### src/include/bank_map_pkg.sv
package bank_map_pkg;

    // core variant selector
    typedef enum logic [1:0] {
        small_variant_a = 2'h0,
        small_variant_b = 2'h1,
        banked_variant_a = 2'h2,
        banked_variant_b = 2'h3
    } variant_type;

    // reset and fixed values
    localparam logic [7:0] BANK_RESET = 8'h01;
    localparam logic [7:0] COMMON_FIELD = 8'h00;
    localparam logic [7:0] SMALL_FIXED_BANK = 8'h01;
    localparam logic [15:0] PC_STEP_COPY = 16'h0002;

    // register map (byte addresses)
    localparam logic [3:0] OFF_CTRL = 4'h0;
    localparam logic [3:0] OFF_PENDING = 4'h4;
    localparam logic [3:0] OFF_STATUS = 4'h8;
    localparam logic [3:0] OFF_PC = 4'hC;

    // control field positions
    localparam int CTRL_VARIANT_LO = 0;
    localparam int CTRL_MIN_MODE = 2;
    localparam logic [31:0] CTRL_RESET = 32'h0000_0002;

    // axi response codes
    localparam logic [1:0] RESP_OKAY = 2'h0;
    localparam logic [1:0] RESP_SLVERR = 2'h2;

    // cpu-side request bundle
    typedef struct packed {
        logic [15:0] pc;
        logic fetch;
        logic nb_write;
        logic [7:0] nb_value;
        logic branch_exec;
        logic branch_taken;
        logic pc_copy;
    } cpu_req_type;

    // module state
    typedef struct packed {
        logic [7:0] bank_select_reg;
        logic [7:0] pending_bank_reg;
        logic [23:0] addr;
        logic [15:0] copy_value;
        logic [2:0] ctrl;
        logic aw_seen;
        logic w_seen;
        logic [3:0] aw_addr;
        logic [31:0] w_data;
        logic [3:0] w_strb;
        logic bvalid;
        logic [1:0] bresp;
        logic rvalid;
        logic [31:0] rdata;
        logic [1:0] rresp;
    } state_type;

endpackage

### src/program_bank_address_mapper.sv
`timescale 1ns/1ps
// How it works
// - program memory lives in lower 8M
// - small variants limit space to 64K
// - program memory is 32K banks 0..255
// - lower logical half always maps bank 0
// - upper logical half maps bank select
// - lowest 256 addresses hold vectors
// - pc bits 0..14 drive lines 0..14
// - lines 15..22 zero or bank select
// - line 23 low on program fetch
// - small variants output pc unchanged
// - bank fixed in small and min modes
// - pc copy stores instruction address plus two
// - pc wrap leaves bank select unchanged
// - reset sets bank select to one
// - software writes only pending bank register
// - taken branch loads pending into select
// - untaken branch copies select into pending
module program_bank_address_mapper (
    input wire logic clk,
    input wire logic rst_n,
    // cpu side
    input wire bank_map_pkg::cpu_req_type cpu_req,
    output logic [23:0] phys_addr,
    output logic [15:0] pc_copy_value,
    // axi4-lite slave
    input wire logic [3:0] s_axi_awaddr,
    input wire logic s_axi_awvalid,
    output logic s_axi_awready,
    input wire logic [31:0] s_axi_wdata,
    input wire logic [3:0] s_axi_wstrb,
    input wire logic s_axi_wvalid,
    output logic s_axi_wready,
    output logic [1:0] s_axi_bresp,
    output logic s_axi_bvalid,
    input wire logic s_axi_bready,
    input wire logic [3:0] s_axi_araddr,
    input wire logic s_axi_arvalid,
    output logic s_axi_arready,
    output logic [31:0] s_axi_rdata,
    output logic [1:0] s_axi_rresp,
    output logic s_axi_rvalid,
    input wire logic s_axi_rready
);

    bank_map_pkg::state_type st; // registered state
    bank_map_pkg::state_type next_st; // next state
    bank_map_pkg::variant_type variant; // decoded variant
    logic min_mode; // minimum mode of banked variants
    logic banking_on; // bank writes allowed
    logic [7:0] area_bank; // bank driven for the upper half
    logic [7:0] nb_sw_value; // software pending value after strobes

    assign variant = bank_map_pkg::variant_type'(st.ctrl[1:0]);
    assign min_mode = st.ctrl[bank_map_pkg::CTRL_MIN_MODE];
    // only banked variants in maximum mode can switch banks
    assign banking_on = variant[1] && !min_mode;

    // handshake outputs
    assign s_axi_awready = !st.aw_seen && !st.bvalid;
    assign s_axi_wready = !st.w_seen && !st.bvalid;
    assign s_axi_arready = !st.rvalid;
    assign s_axi_bvalid = st.bvalid;
    assign s_axi_bresp = st.bresp;
    assign s_axi_rvalid = st.rvalid;
    assign s_axi_rdata = st.rdata;
    assign s_axi_rresp = st.rresp;
    assign phys_addr = st.addr;
    assign pc_copy_value = st.copy_value;

    // upper-half bank: fixed in small variants, else bank select
    always_comb begin
        if (!variant[1]) begin
            // small variants keep bank 1 in the upper half
            area_bank = bank_map_pkg::SMALL_FIXED_BANK;
        end else begin
            // banked variants follow the bank select register
            area_bank = st.bank_select_reg;
        end
    end

    // byte lane 0 carries the pending bank number
    assign nb_sw_value = st.w_strb[0] ? st.w_data[7:0] : st.pending_bank_reg;

    // next-state logic
    always_comb begin
        next_st = st;
        // address generation, registered
        if (!variant[1]) begin
            // sixteen-bit bus: the counter passes as it is
            next_st.addr = {8'h00, cpu_req.pc};
        end else if (cpu_req.pc[15]) begin
            // line 23 low, bank on 15..22, pc top bit dropped
            next_st.addr = {1'b0, area_bank, cpu_req.pc[14:0]};
        end else begin
            // common area: bank 0, vectors in lowest 256 bytes
            next_st.addr = {1'b0, bank_map_pkg::COMMON_FIELD, cpu_req.pc[14:0]};
        end
        // pc copy yields the copy instruction address plus two
        if (cpu_req.pc_copy) begin
            next_st.copy_value = cpu_req.pc + bank_map_pkg::PC_STEP_COPY;
        end
        // bank select changes only on executed branches, never on wrap
        if (cpu_req.branch_exec && banking_on) begin
            if (cpu_req.branch_taken) begin
                // taken: the new bank applies at the branch target
                next_st.bank_select_reg = st.pending_bank_reg;
            end else begin
                // not taken: pending falls back to the live bank
                next_st.pending_bank_reg = st.bank_select_reg;
            end
        end else if (cpu_req.nb_write && banking_on) begin
            // cpu loads pending bank from accumulator or immediate
            next_st.pending_bank_reg = cpu_req.nb_value;
        end
        // axi write channel capture
        if (s_axi_awvalid && s_axi_awready) begin
            next_st.aw_seen = 1'b1;
            next_st.aw_addr = s_axi_awaddr;
        end
        if (s_axi_wvalid && s_axi_wready) begin
            next_st.w_seen = 1'b1;
            next_st.w_data = s_axi_wdata;
            next_st.w_strb = s_axi_wstrb;
        end
        // perform the write once both halves are held
        if (st.aw_seen && st.w_seen) begin
            next_st.aw_seen = 1'b0;
            next_st.w_seen = 1'b0;
            next_st.bvalid = 1'b1;
            next_st.bresp = bank_map_pkg::RESP_OKAY;
            case (st.aw_addr)
                bank_map_pkg::OFF_CTRL: begin
                    // variant and minimum mode sit in lane 0
                    if (st.w_strb[0]) begin
                        next_st.ctrl = st.w_data[2:0];
                    end
                end
                bank_map_pkg::OFF_PENDING: begin
                    // software reaches pending only; cpu traffic wins a tie
                    if (banking_on && !cpu_req.branch_exec && !cpu_req.nb_write) begin
                        next_st.pending_bank_reg = nb_sw_value;
                    end
                end
                bank_map_pkg::OFF_STATUS, bank_map_pkg::OFF_PC: begin
                    next_st.bresp = bank_map_pkg::RESP_OKAY; // read-only, ignored
                end
                default: begin
                    // unmapped offsets answer with an error
                    next_st.bresp = bank_map_pkg::RESP_SLVERR;
                end
            endcase
        end
        // response leaves once the master has taken it
        if (st.bvalid && s_axi_bready) begin
            next_st.bvalid = 1'b0;
        end
        // axi read
        if (s_axi_arvalid && s_axi_arready) begin
            next_st.rvalid = 1'b1;
            next_st.rresp = bank_map_pkg::RESP_OKAY;
            case (s_axi_araddr)
                bank_map_pkg::OFF_CTRL: begin
                    next_st.rdata = {29'h0000_0000, st.ctrl};
                end
                bank_map_pkg::OFF_PENDING: begin
                    next_st.rdata = {24'h00_0000, st.pending_bank_reg};
                end
                bank_map_pkg::OFF_STATUS: begin
                    next_st.rdata = {24'h00_0000, st.bank_select_reg};
                end
                bank_map_pkg::OFF_PC: begin
                    next_st.rdata = {8'h00, st.addr};
                end
                default: begin
                    // unmapped reads return zero with an error
                    next_st.rdata = 32'h0000_0000;
                    next_st.rresp = bank_map_pkg::RESP_SLVERR;
                end
            endcase
        end else if (st.rvalid && s_axi_rready) begin
            // read data stands until the master takes it
            next_st.rvalid = 1'b0;
        end
        // synchronous reset overrides every update above
        if (!rst_n) begin
            // bus idle, address zero, control in its reset mode
            next_st = '0;
            next_st.ctrl = bank_map_pkg::CTRL_RESET[2:0];
            // bank 1 fills the upper half after reset
            next_st.bank_select_reg = bank_map_pkg::BANK_RESET;
            // pending mirrors select so a bare branch stays put
            next_st.pending_bank_reg = bank_map_pkg::BANK_RESET;
        end
    end

    // state register: the whole state moves on every rising edge
    always_ff @(posedge clk) begin
        st <= next_st;
    end

    // address path checks
    // upper half carries bank select in banked maximum mode
    chk_bank_area_map: assert property (@(posedge clk) disable iff (!rst_n)
        (variant[1] && cpu_req.pc[15]) |=> (phys_addr[22:15] == $past(st.bank_select_reg)))
        else $error("bank area address wrong");

    // common area drives zeros above line 14
    chk_common_zero: assert property (@(posedge clk) disable iff (!rst_n)
        (variant[1] && !cpu_req.pc[15]) |=> (phys_addr[23:15] == 9'h000))
        else $error("common area not bank 0");

    // low fifteen pc bits pass through
    chk_low_bits: assert property (@(posedge clk) disable iff (!rst_n)
        variant[1] |=> (phys_addr[14:0] == $past(cpu_req.pc[14:0])))
        else $error("low address bits wrong");

    // line 23 never set
    chk_line23_low: assert property (@(posedge clk) disable iff (!rst_n)
        phys_addr[23] == 1'b0)
        else $error("line 23 driven high");

    // small variants pass pc whole
    chk_small_pass: assert property (@(posedge clk) disable iff (!rst_n)
        !variant[1] |=> (phys_addr == {8'h00, $past(cpu_req.pc)}))
        else $error("small variant address wrong");

    // taken branch loads select from pending
    chk_taken_load: assert property (@(posedge clk) disable iff (!rst_n)
        (banking_on && cpu_req.branch_exec && cpu_req.branch_taken)
        |=> (st.bank_select_reg == $past(st.pending_bank_reg)))
        else $error("taken branch did not load bank");

    // untaken branch restores pending
    chk_untaken_copy: assert property (@(posedge clk) disable iff (!rst_n)
        (banking_on && cpu_req.branch_exec && !cpu_req.branch_taken)
        |=> (st.pending_bank_reg == st.bank_select_reg) && $stable(st.bank_select_reg))
        else $error("untaken branch mishandled");

    // select changes only on a taken branch
    chk_select_hold: assert property (@(posedge clk) disable iff (!rst_n)
        !(cpu_req.branch_exec && cpu_req.branch_taken) |=> $stable(st.bank_select_reg))
        else $error("bank select changed without branch");

    // pc copy adds two
    chk_copy_plus2: assert property (@(posedge clk) disable iff (!rst_n)
        cpu_req.pc_copy |=> (pc_copy_value == $past(cpu_req.pc) + 16'h0002))
        else $error("pc copy value wrong");

    // reset puts bank 1 in both registers
    chk_reset_bank: assert property (@(posedge clk)
        !rst_n |=> (st.bank_select_reg == 8'h01) && (st.pending_bank_reg == 8'h01))
        else $error("reset bank wrong");

    // bank register and bus checks
    // cpu load reaches pending when no branch resolves
    chk_pending_cpu_load: assert property (@(posedge clk) disable iff (!rst_n)
        (banking_on && cpu_req.nb_write && !cpu_req.branch_exec)
        |=> (st.pending_bank_reg == $past(cpu_req.nb_value)))
        else $error("pending bank not loaded");

    // software write reaches pending when the cpu is quiet
    chk_pending_sw_write: assert property (@(posedge clk) disable iff (!rst_n)
        (banking_on && st.aw_seen && st.w_seen && st.aw_addr == bank_map_pkg::OFF_PENDING
        && st.w_strb[0] && !cpu_req.branch_exec && !cpu_req.nb_write)
        |=> (st.pending_bank_reg == $past(st.w_data[7:0])))
        else $error("software pending write lost");

    // fixed modes never move bank select
    chk_frozen_bank: assert property (@(posedge clk) disable iff (!rst_n)
        !banking_on |=> $stable(st.bank_select_reg))
        else $error("bank select moved in fixed mode");

    // fixed modes never move pending either
    chk_frozen_pending: assert property (@(posedge clk) disable iff (!rst_n)
        !banking_on |=> $stable(st.pending_bank_reg))
        else $error("pending bank moved in fixed mode");

    // vector page sits at the very bottom of the bus
    chk_vector_page: assert property (@(posedge clk) disable iff (!rst_n)
        (variant[1] && cpu_req.pc[15:8] == 8'h00) |=> (phys_addr[23:8] == 16'h0000))
        else $error("vector fetch off page zero");

    // small variants never reach above 64K
    chk_small_top_zero: assert property (@(posedge clk) disable iff (!rst_n)
        !variant[1] |=> (phys_addr[23:16] == 8'h00))
        else $error("small variant above 64K");

    // counter wrap leaves bank select alone
    chk_wrap_select: assert property (@(posedge clk) disable iff (!rst_n)
        (cpu_req.pc == 16'hFFFF ##1 (cpu_req.pc == 16'h0000
        && !(cpu_req.branch_exec && cpu_req.branch_taken))) |=> $stable(st.bank_select_reg))
        else $error("bank select moved on wrap");

    // copied counter holds between copies
    chk_copy_hold: assert property (@(posedge clk) disable iff (!rst_n)
        !cpu_req.pc_copy |=> $stable(pc_copy_value))
        else $error("pc copy value drifted");

    // control register takes lane 0
    chk_ctrl_write: assert property (@(posedge clk) disable iff (!rst_n)
        (st.aw_seen && st.w_seen && st.aw_addr == bank_map_pkg::OFF_CTRL && st.w_strb[0])
        |=> (st.ctrl == $past(st.w_data[2:0])))
        else $error("control write lost");

    // write response follows both halves
    chk_write_answer: assert property (@(posedge clk) disable iff (!rst_n)
        (st.aw_seen && st.w_seen) |=> s_axi_bvalid)
        else $error("write response missing");

    // write response stands until taken
    chk_bvalid_hold: assert property (@(posedge clk) disable iff (!rst_n)
        (s_axi_bvalid && !s_axi_bready) |=> s_axi_bvalid)
        else $error("write response dropped");

    // read answer follows the address
    chk_read_answer: assert property (@(posedge clk) disable iff (!rst_n)
        (s_axi_arvalid && s_axi_arready) |=> s_axi_rvalid)
        else $error("read response missing");

    // read data stands until taken
    chk_rvalid_hold: assert property (@(posedge clk) disable iff (!rst_n)
        (s_axi_rvalid && !s_axi_rready) |=> (s_axi_rvalid && $stable(s_axi_rdata)))
        else $error("read response dropped");

    // no new write is taken while a response waits
    chk_ready_block: assert property (@(posedge clk) disable iff (!rst_n)
        s_axi_bvalid |-> (!s_axi_awready && !s_axi_wready))
        else $error("write taken during response");

    // error reads carry zero data
    chk_slverr_zero: assert property (@(posedge clk) disable iff (!rst_n)
        (s_axi_rvalid && s_axi_rresp == bank_map_pkg::RESP_SLVERR) |-> (s_axi_rdata == 32'h0000_0000))
        else $error("error read carries data");

    // status read shows the live bank
    chk_status_mirror: assert property (@(posedge clk) disable iff (!rst_n)
        (s_axi_arvalid && s_axi_arready && s_axi_araddr == bank_map_pkg::OFF_STATUS)
        |=> (s_axi_rdata == {24'h00_0000, $past(st.bank_select_reg)}))
        else $error("status read wrong");

    // main scenarios
    cov_bank_switch: cover property (@(posedge clk) disable iff (!rst_n)
        banking_on && cpu_req.branch_exec && cpu_req.branch_taken);
    cov_not_taken: cover property (@(posedge clk) disable iff (!rst_n)
        banking_on && cpu_req.branch_exec && !cpu_req.branch_taken);
    cov_axi_write: cover property (@(posedge clk) disable iff (!rst_n)
        st.bvalid && s_axi_bready);
    cov_pc_wrap: cover property (@(posedge clk) disable iff (!rst_n)
        cpu_req.pc == 16'hFFFF ##1 cpu_req.pc == 16'h0000);
    cov_axi_read: cover property (@(posedge clk) disable iff (!rst_n)
        st.rvalid && s_axi_rready);

endmodule

### config.mk
export PLATFORM = sky130hd
export DESIGN_NAME = program_bank_address_mapper
export DESIGN_NICKNAME = d
export VERILOG_FILES = /design/src/include/bank_map_pkg.sv /design/src/program_bank_address_mapper.sv
export SDC_FILE = /design/constraint.sdc
export NUM_CORES = 1
export LEC_CHECK = 0
export BUFFER_PORTS_ARGS = -buffer_cell sky130_fd_sc_hd__buf_2
export CORE_MARGIN = 5
export CORE_UTILIZATION = 40
export DETAILED_ROUTE_END_ITERATION = 8
export GPL_TIMING_DRIVEN = 0
export HOLD_SLACK_MARGIN = 0.15
export MAX_ROUTING_LAYER = met4
export PLACE_DENSITY_LB_ADDON = 0.05
export SYNTH_ARGS = -nofsm -noshare
export SYNTH_HDL_FRONTEND = slang
export SYNTH_SLANG_ARGS = --single-unit
export TNS_END_PERCENT = 5
### constraint.sdc
create_clock -name clk -period 2.2 [get_ports clk]
set_clock_uncertainty 0.05 [all_clocks]
set_input_delay 0.11 -clock clk [delete_from_list [all_inputs] [get_ports clk]]
set_output_delay 0.11 -clock clk [all_outputs]
set_load 0.02 [all_outputs]
After elaboration in Yosys (flattened, before gate mapping) --
Index checks and enable logic that the tools add are counted. W data, S select, Z words.
Word-level totals: word-level logic and storage cells 70, output and inout bits 81, bits in registers 112
Cells by class: bitwise operators 1, add/sub/neg operators 1, reductions and logical operators 30, equality and inequality tests 7, multiplexer cells 14
Operators with widths (count):
- $pmux W24 S4 | 1
- $mux W8 | 7
- $mux W16 | 2
- $add A16 B2 Y16 const B | 1
- $eq A4 B4 Y1 const B | 4
- $logic_and A1 B1 Y1 | 13
- $eq A4 B3 Y1 const B | 2
- $logic_not A4 Y1 | 2
- $reduce_or A4 Y1 | 2
- $logic_not A1 Y1 | 7
- $reduce_and A3 Y1 | 2
- $mux W2 | 2
- $ne A4 B4 Y1 const B | 1
- $reduce_or A2 Y1 | 2
- $mux W1 | 2
- $reduce_and A2 Y1 | 1
- $reduce_bool A2 Y1 | 1
- $not A1 Y1 | 1

Longest topological paths before layout --
depth in word-level cells 8, mapped depth 6, depth with buffers taken out 5

Worst setup path after synthesis --
OpenSTA, ideal clock, no wires.
kind reg-to-reg, start point reg st (netlist bit s_axi_rvalid), end point reg st (netlist bit s_axi_rdata[12]), setup slack 0.563 ns, setup time 0.065 ns, cell stages (with the launch flop) 7, arrival time 1.522 ns, path through dfxtp_1 -> nor4b_2 -> and3_1 -> clkbuf_1 -> buf_2 -> a22oi_1 -> nor2b_1
Between the ends: word-level cells in the longest chain between the ends 2
RTL lines:
- start: declaration | RTL line program_bank_address_mapper.sv:47 | bank_map_pkg::state_type st;
- start signal: assignment | RTL line program_bank_address_mapper.sv:200 | st <= next_st;
- $logic_not A1 Y1 | RTL line program_bank_address_mapper.sv:63 | assign s_axi_arready = !st.rvalid;
- $logic_and A1 B1 Y1 | RTL line program_bank_address_mapper.sv:160 | if (s_axi_arvalid && s_axi_arready) begin
No other way between the ends. A chain may end at the register's enable or synchronous reset.

Final worst setup path --
start point in s_axi_araddr[1], end point reg st (netlist bit s_axi_rdata[12])
Between the ends: word-level cells in the longest chain between the ends 2, elaborated cells on any way between the ends 5
RTL lines:
- start: declaration | RTL line program_bank_address_mapper.sv:38 | input wire logic [3:0] s_axi_araddr,
- $eq A4 B4 Y1 (tied with other cells) | RTL line program_bank_address_mapper.sv:163 | case (s_axi_araddr)
- $pmux W24 S4 (*) | RTL line program_bank_address_mapper.sv:163
Every way passes the cells marked *; elsewhere a longest branch is shown, timed or not.

==> reports/metrics.csv <==
metric;value;unit
layout cells sized above 1;33.7;%
clock sink total;100;
initial antenna violation count;0;
initial core utilization;40.5;%
Netlist cell types;49;
family with the most delay on the worst path;buffers and inverters;
first-pass GRT wire length;19.6;mm
maxcap violations;0;
port bufs;116;
WL met2;5.77;mm
H-tree levels;3;
count of yosys warnings during synthesis;0;
DR top layer;met4;
diode count;0;
# rows;40;
residual DRC count;0;
Hold Path Class;primary input to register;
CTS tree;yes;
Root Buffer Master;clkbuf_16;
Yosys reg bits;100;
Via Count;3911;
unrepaired setup endpoints after global routing;no;
commonest non-fill, non-tap cell in the layout;buf_2;
metal3 WL;539;µm
Max clock buf depth;2;
Mapped Avg Cell Area;9.22;µm²
pin count of the biggest net entering global routing;18;
crit path kind;primary input to register;
number of routed nets with antenna violations;0;
die area;14400;µm²
I/O pin cnt;161;
crit path time final;1.90;ns
Post-CTS Setup Bufs;0;
Most used DFF post-synth;dfxtp_1;
Crit path arrival time;2.12;ns
gr usage total;17.3;%
Post-Synthesis Cells;523;
Area growth syn-to-layout;30.9;%
Placer Congestion;0.852;
dpl ws;0.224;ns
period utilisation layout;86.4;%
total CTS buffers;9;
die width;120;µm
initial drt markers;217;
fmax;526;MHz
overall routed net length;12.0;mm
crit path max fanout;10;
Worst slew margin;58.8;%
clk slew on worst S/H paths;0.07;ns
Async SR Flop Fraction;0;%
fin nets;777;
Die Height;120;µm
most frequent cells in the layout;buf_2 (122), dfxtp_1 (100), buf_4 (76), nand2_1 (56), dlygate4sd3_1 (35);
Worst Slack Setup Final;0.300;ns
PwrDens;686;nW/µm²
vias in the first global route;3900;
setup-violating endpoint count in the final report;0;
VDD IR max;0.000411;V
CP peak stage delay;0.54;ns
setup TNS;0;ns
clk_lat worst skew;0.34;ns
number of enable flip-flop cells after synthesis;0;
total grt overflow;0;
CP dominant cell by count;buf_2;
Worst Path Required;2.42;ns
status;complete, no violations;
WP buf/inv;4;
CP endpoint kind;register;
Avg WL per Cell;14.2;µm
synthesized area;4820;µm²
Hold Violations, Final;0;
worst-path cell chain;dlygate4sd3_1, buf_2, nor4b_2, and3_1, clkbuf_1, buf_2, a22oi_1, nor2b_1;
post-DP HPWL;9.44;mm
Max Slew Vio Count;0;
Pleak;2.89;nW
Core Area;11900;µm²
slowest CP cell;dlygate4sd3_1;
drt first pass iters;5;
post-cts resize count;0;
startpoint types;primary input;
vias per inst;4.61;
Metal-1 WL;5.54;mm
worst-margin pin slew;0.618;ns
sequential fraction of the synthesis area;41.5;%
-- repair_timing --
item / CTS / global route
setup endpoints to repair: 0 / 0
endpoints found under the hold margin: 47 / 0
hold buffers: 35 / 0
-- final timing paths --
kind,from,end,slack [ns],cells past startpoint
setup reg to reg,st[81]$_SDFFE_PN1P_,st[128]$_SDFFE_PN0P_,0.33,6
hold / removal,cpu_req[8],st[128]$_SDFFE_PN0P_,0.19,4
setup / recovery,s_axi_araddr[1],s_axi_rdata[12]$_SDFFE_PN0P_,0.30,8
hold reg to reg,st[46]$_SDFFE_PN0P_,st[46]$_SDFFE_PN0P_,0.41,2
-- logic make-up (layout without fill, tap and decap cells) --
kind of cell	after synthesis	after routing	synth area share, %
other	1	12	0.0778
AOI/OAI and AO/OA	101	101	14.3
xor gates and xnor gates	11	11	2.00
muxes	33	33	7.76
and+or+nand+nor	164	164	18.9
adders and majority gates	1	1	0.259
buffers and inverters	112	279	15.1
DFF	100	100	41.5
-- sequential cells by signal, summed over array words and instances, names as in the netlist --
register,cells
phys_addr,23
st,33
s_axi_rdata,23
min_mode,1
s_axi_rresp,1
s_axi_bresp,1
s_axi_bvalid,1
s_axi_rvalid,1
pc_copy_value,16
-- worst min-delay path: cells and delay by family --
kind | cells | cell delay [ns]
compound gates | 3 | 0.32
buf+inv | 1 | 0.10
-- synthesized netlist by cell type (2+ instances only) --
master	n	area share, %
nor2b_1	30	3.9
mux4_2	3	1.4
clkbuf_1	20	1.6
nand4_1	3	0.39
o21ai_0	15	1.6
a211oi_1	6	0.93
a21boi_0	10	1.6
nor4b_2	2	0.62
nand2_1	56	4.4
buf_4	76	12
nor4_1	2	0.26
nor3_1	4	0.42
nand3_1	6	0.62
o211ai_1	2	0.31
mux2i_1	25	5.2
a21oi_1	26	2.7
nor2_1	6	0.47
and3_1	10	1.3
and4_1	2	0.36
inv_1	7	0.54
buf_6	2	0.47
o211a_1	5	1.0
xnor2_1	8	1.5
mux2_2	5	1.2
xor2_1	3	0.54
dfxtp_1	100	42
a22oi_1	23	3.6
and2_1	30	3.9
a211o_2	6	1.2
nand2b_1	6	0.78
buf_2	6	0.62
-- final cells by class --
type / instances / area, µm²
timing repair buffer: 151 / 931
inverter: 7 / 26.3
clock buffer: 10 / 239
clock inverter: 6 / 93.8
sequential: 100 / 2000
tap: 147 / 184
multi-input combinational: 322 / 2130
fill: 1162 / 5600
buffer: 105 / 702
-- metrics by stage --
stage	cells	area (µm²)	utilization, %	total power, mW	hold WS (ns)
3_5_place_dp	797	5630	47.2	2.58	0.295
5_1_grt	848	6310	53.0	4.53	0.254
3_3_place_gp	797	5630	47.2	2.58	0.289
6_report	848	6310	53.0	4.33	0.188
2_1_floorplan	534	4860	-	2.39	0.176
4_1_cts	848	6310	53.0	4.37	0.180
-- layer usage --
layer / vias up / GRT usage [%]
li1: 2050 / -
met1: 1763 / 21.8
met2: 85 / 28.9
met3: 13 / 2.64
met4: 0 / 5.37
met5: - / -
-- power breakdown --
part / internal, mW / switching, mW / leakage, nW / total [mW]
clock network: 1.04 / 0.705 / 0.160 / 1.74
logic: 0.308 / 0.321 / 1.91 / 0.629
registers: 1.89 / 0.0668 / 0.820 / 1.96
total: 3.24 / 1.09 / 2.89 / 4.33
(Power assumes the default switching activity.)
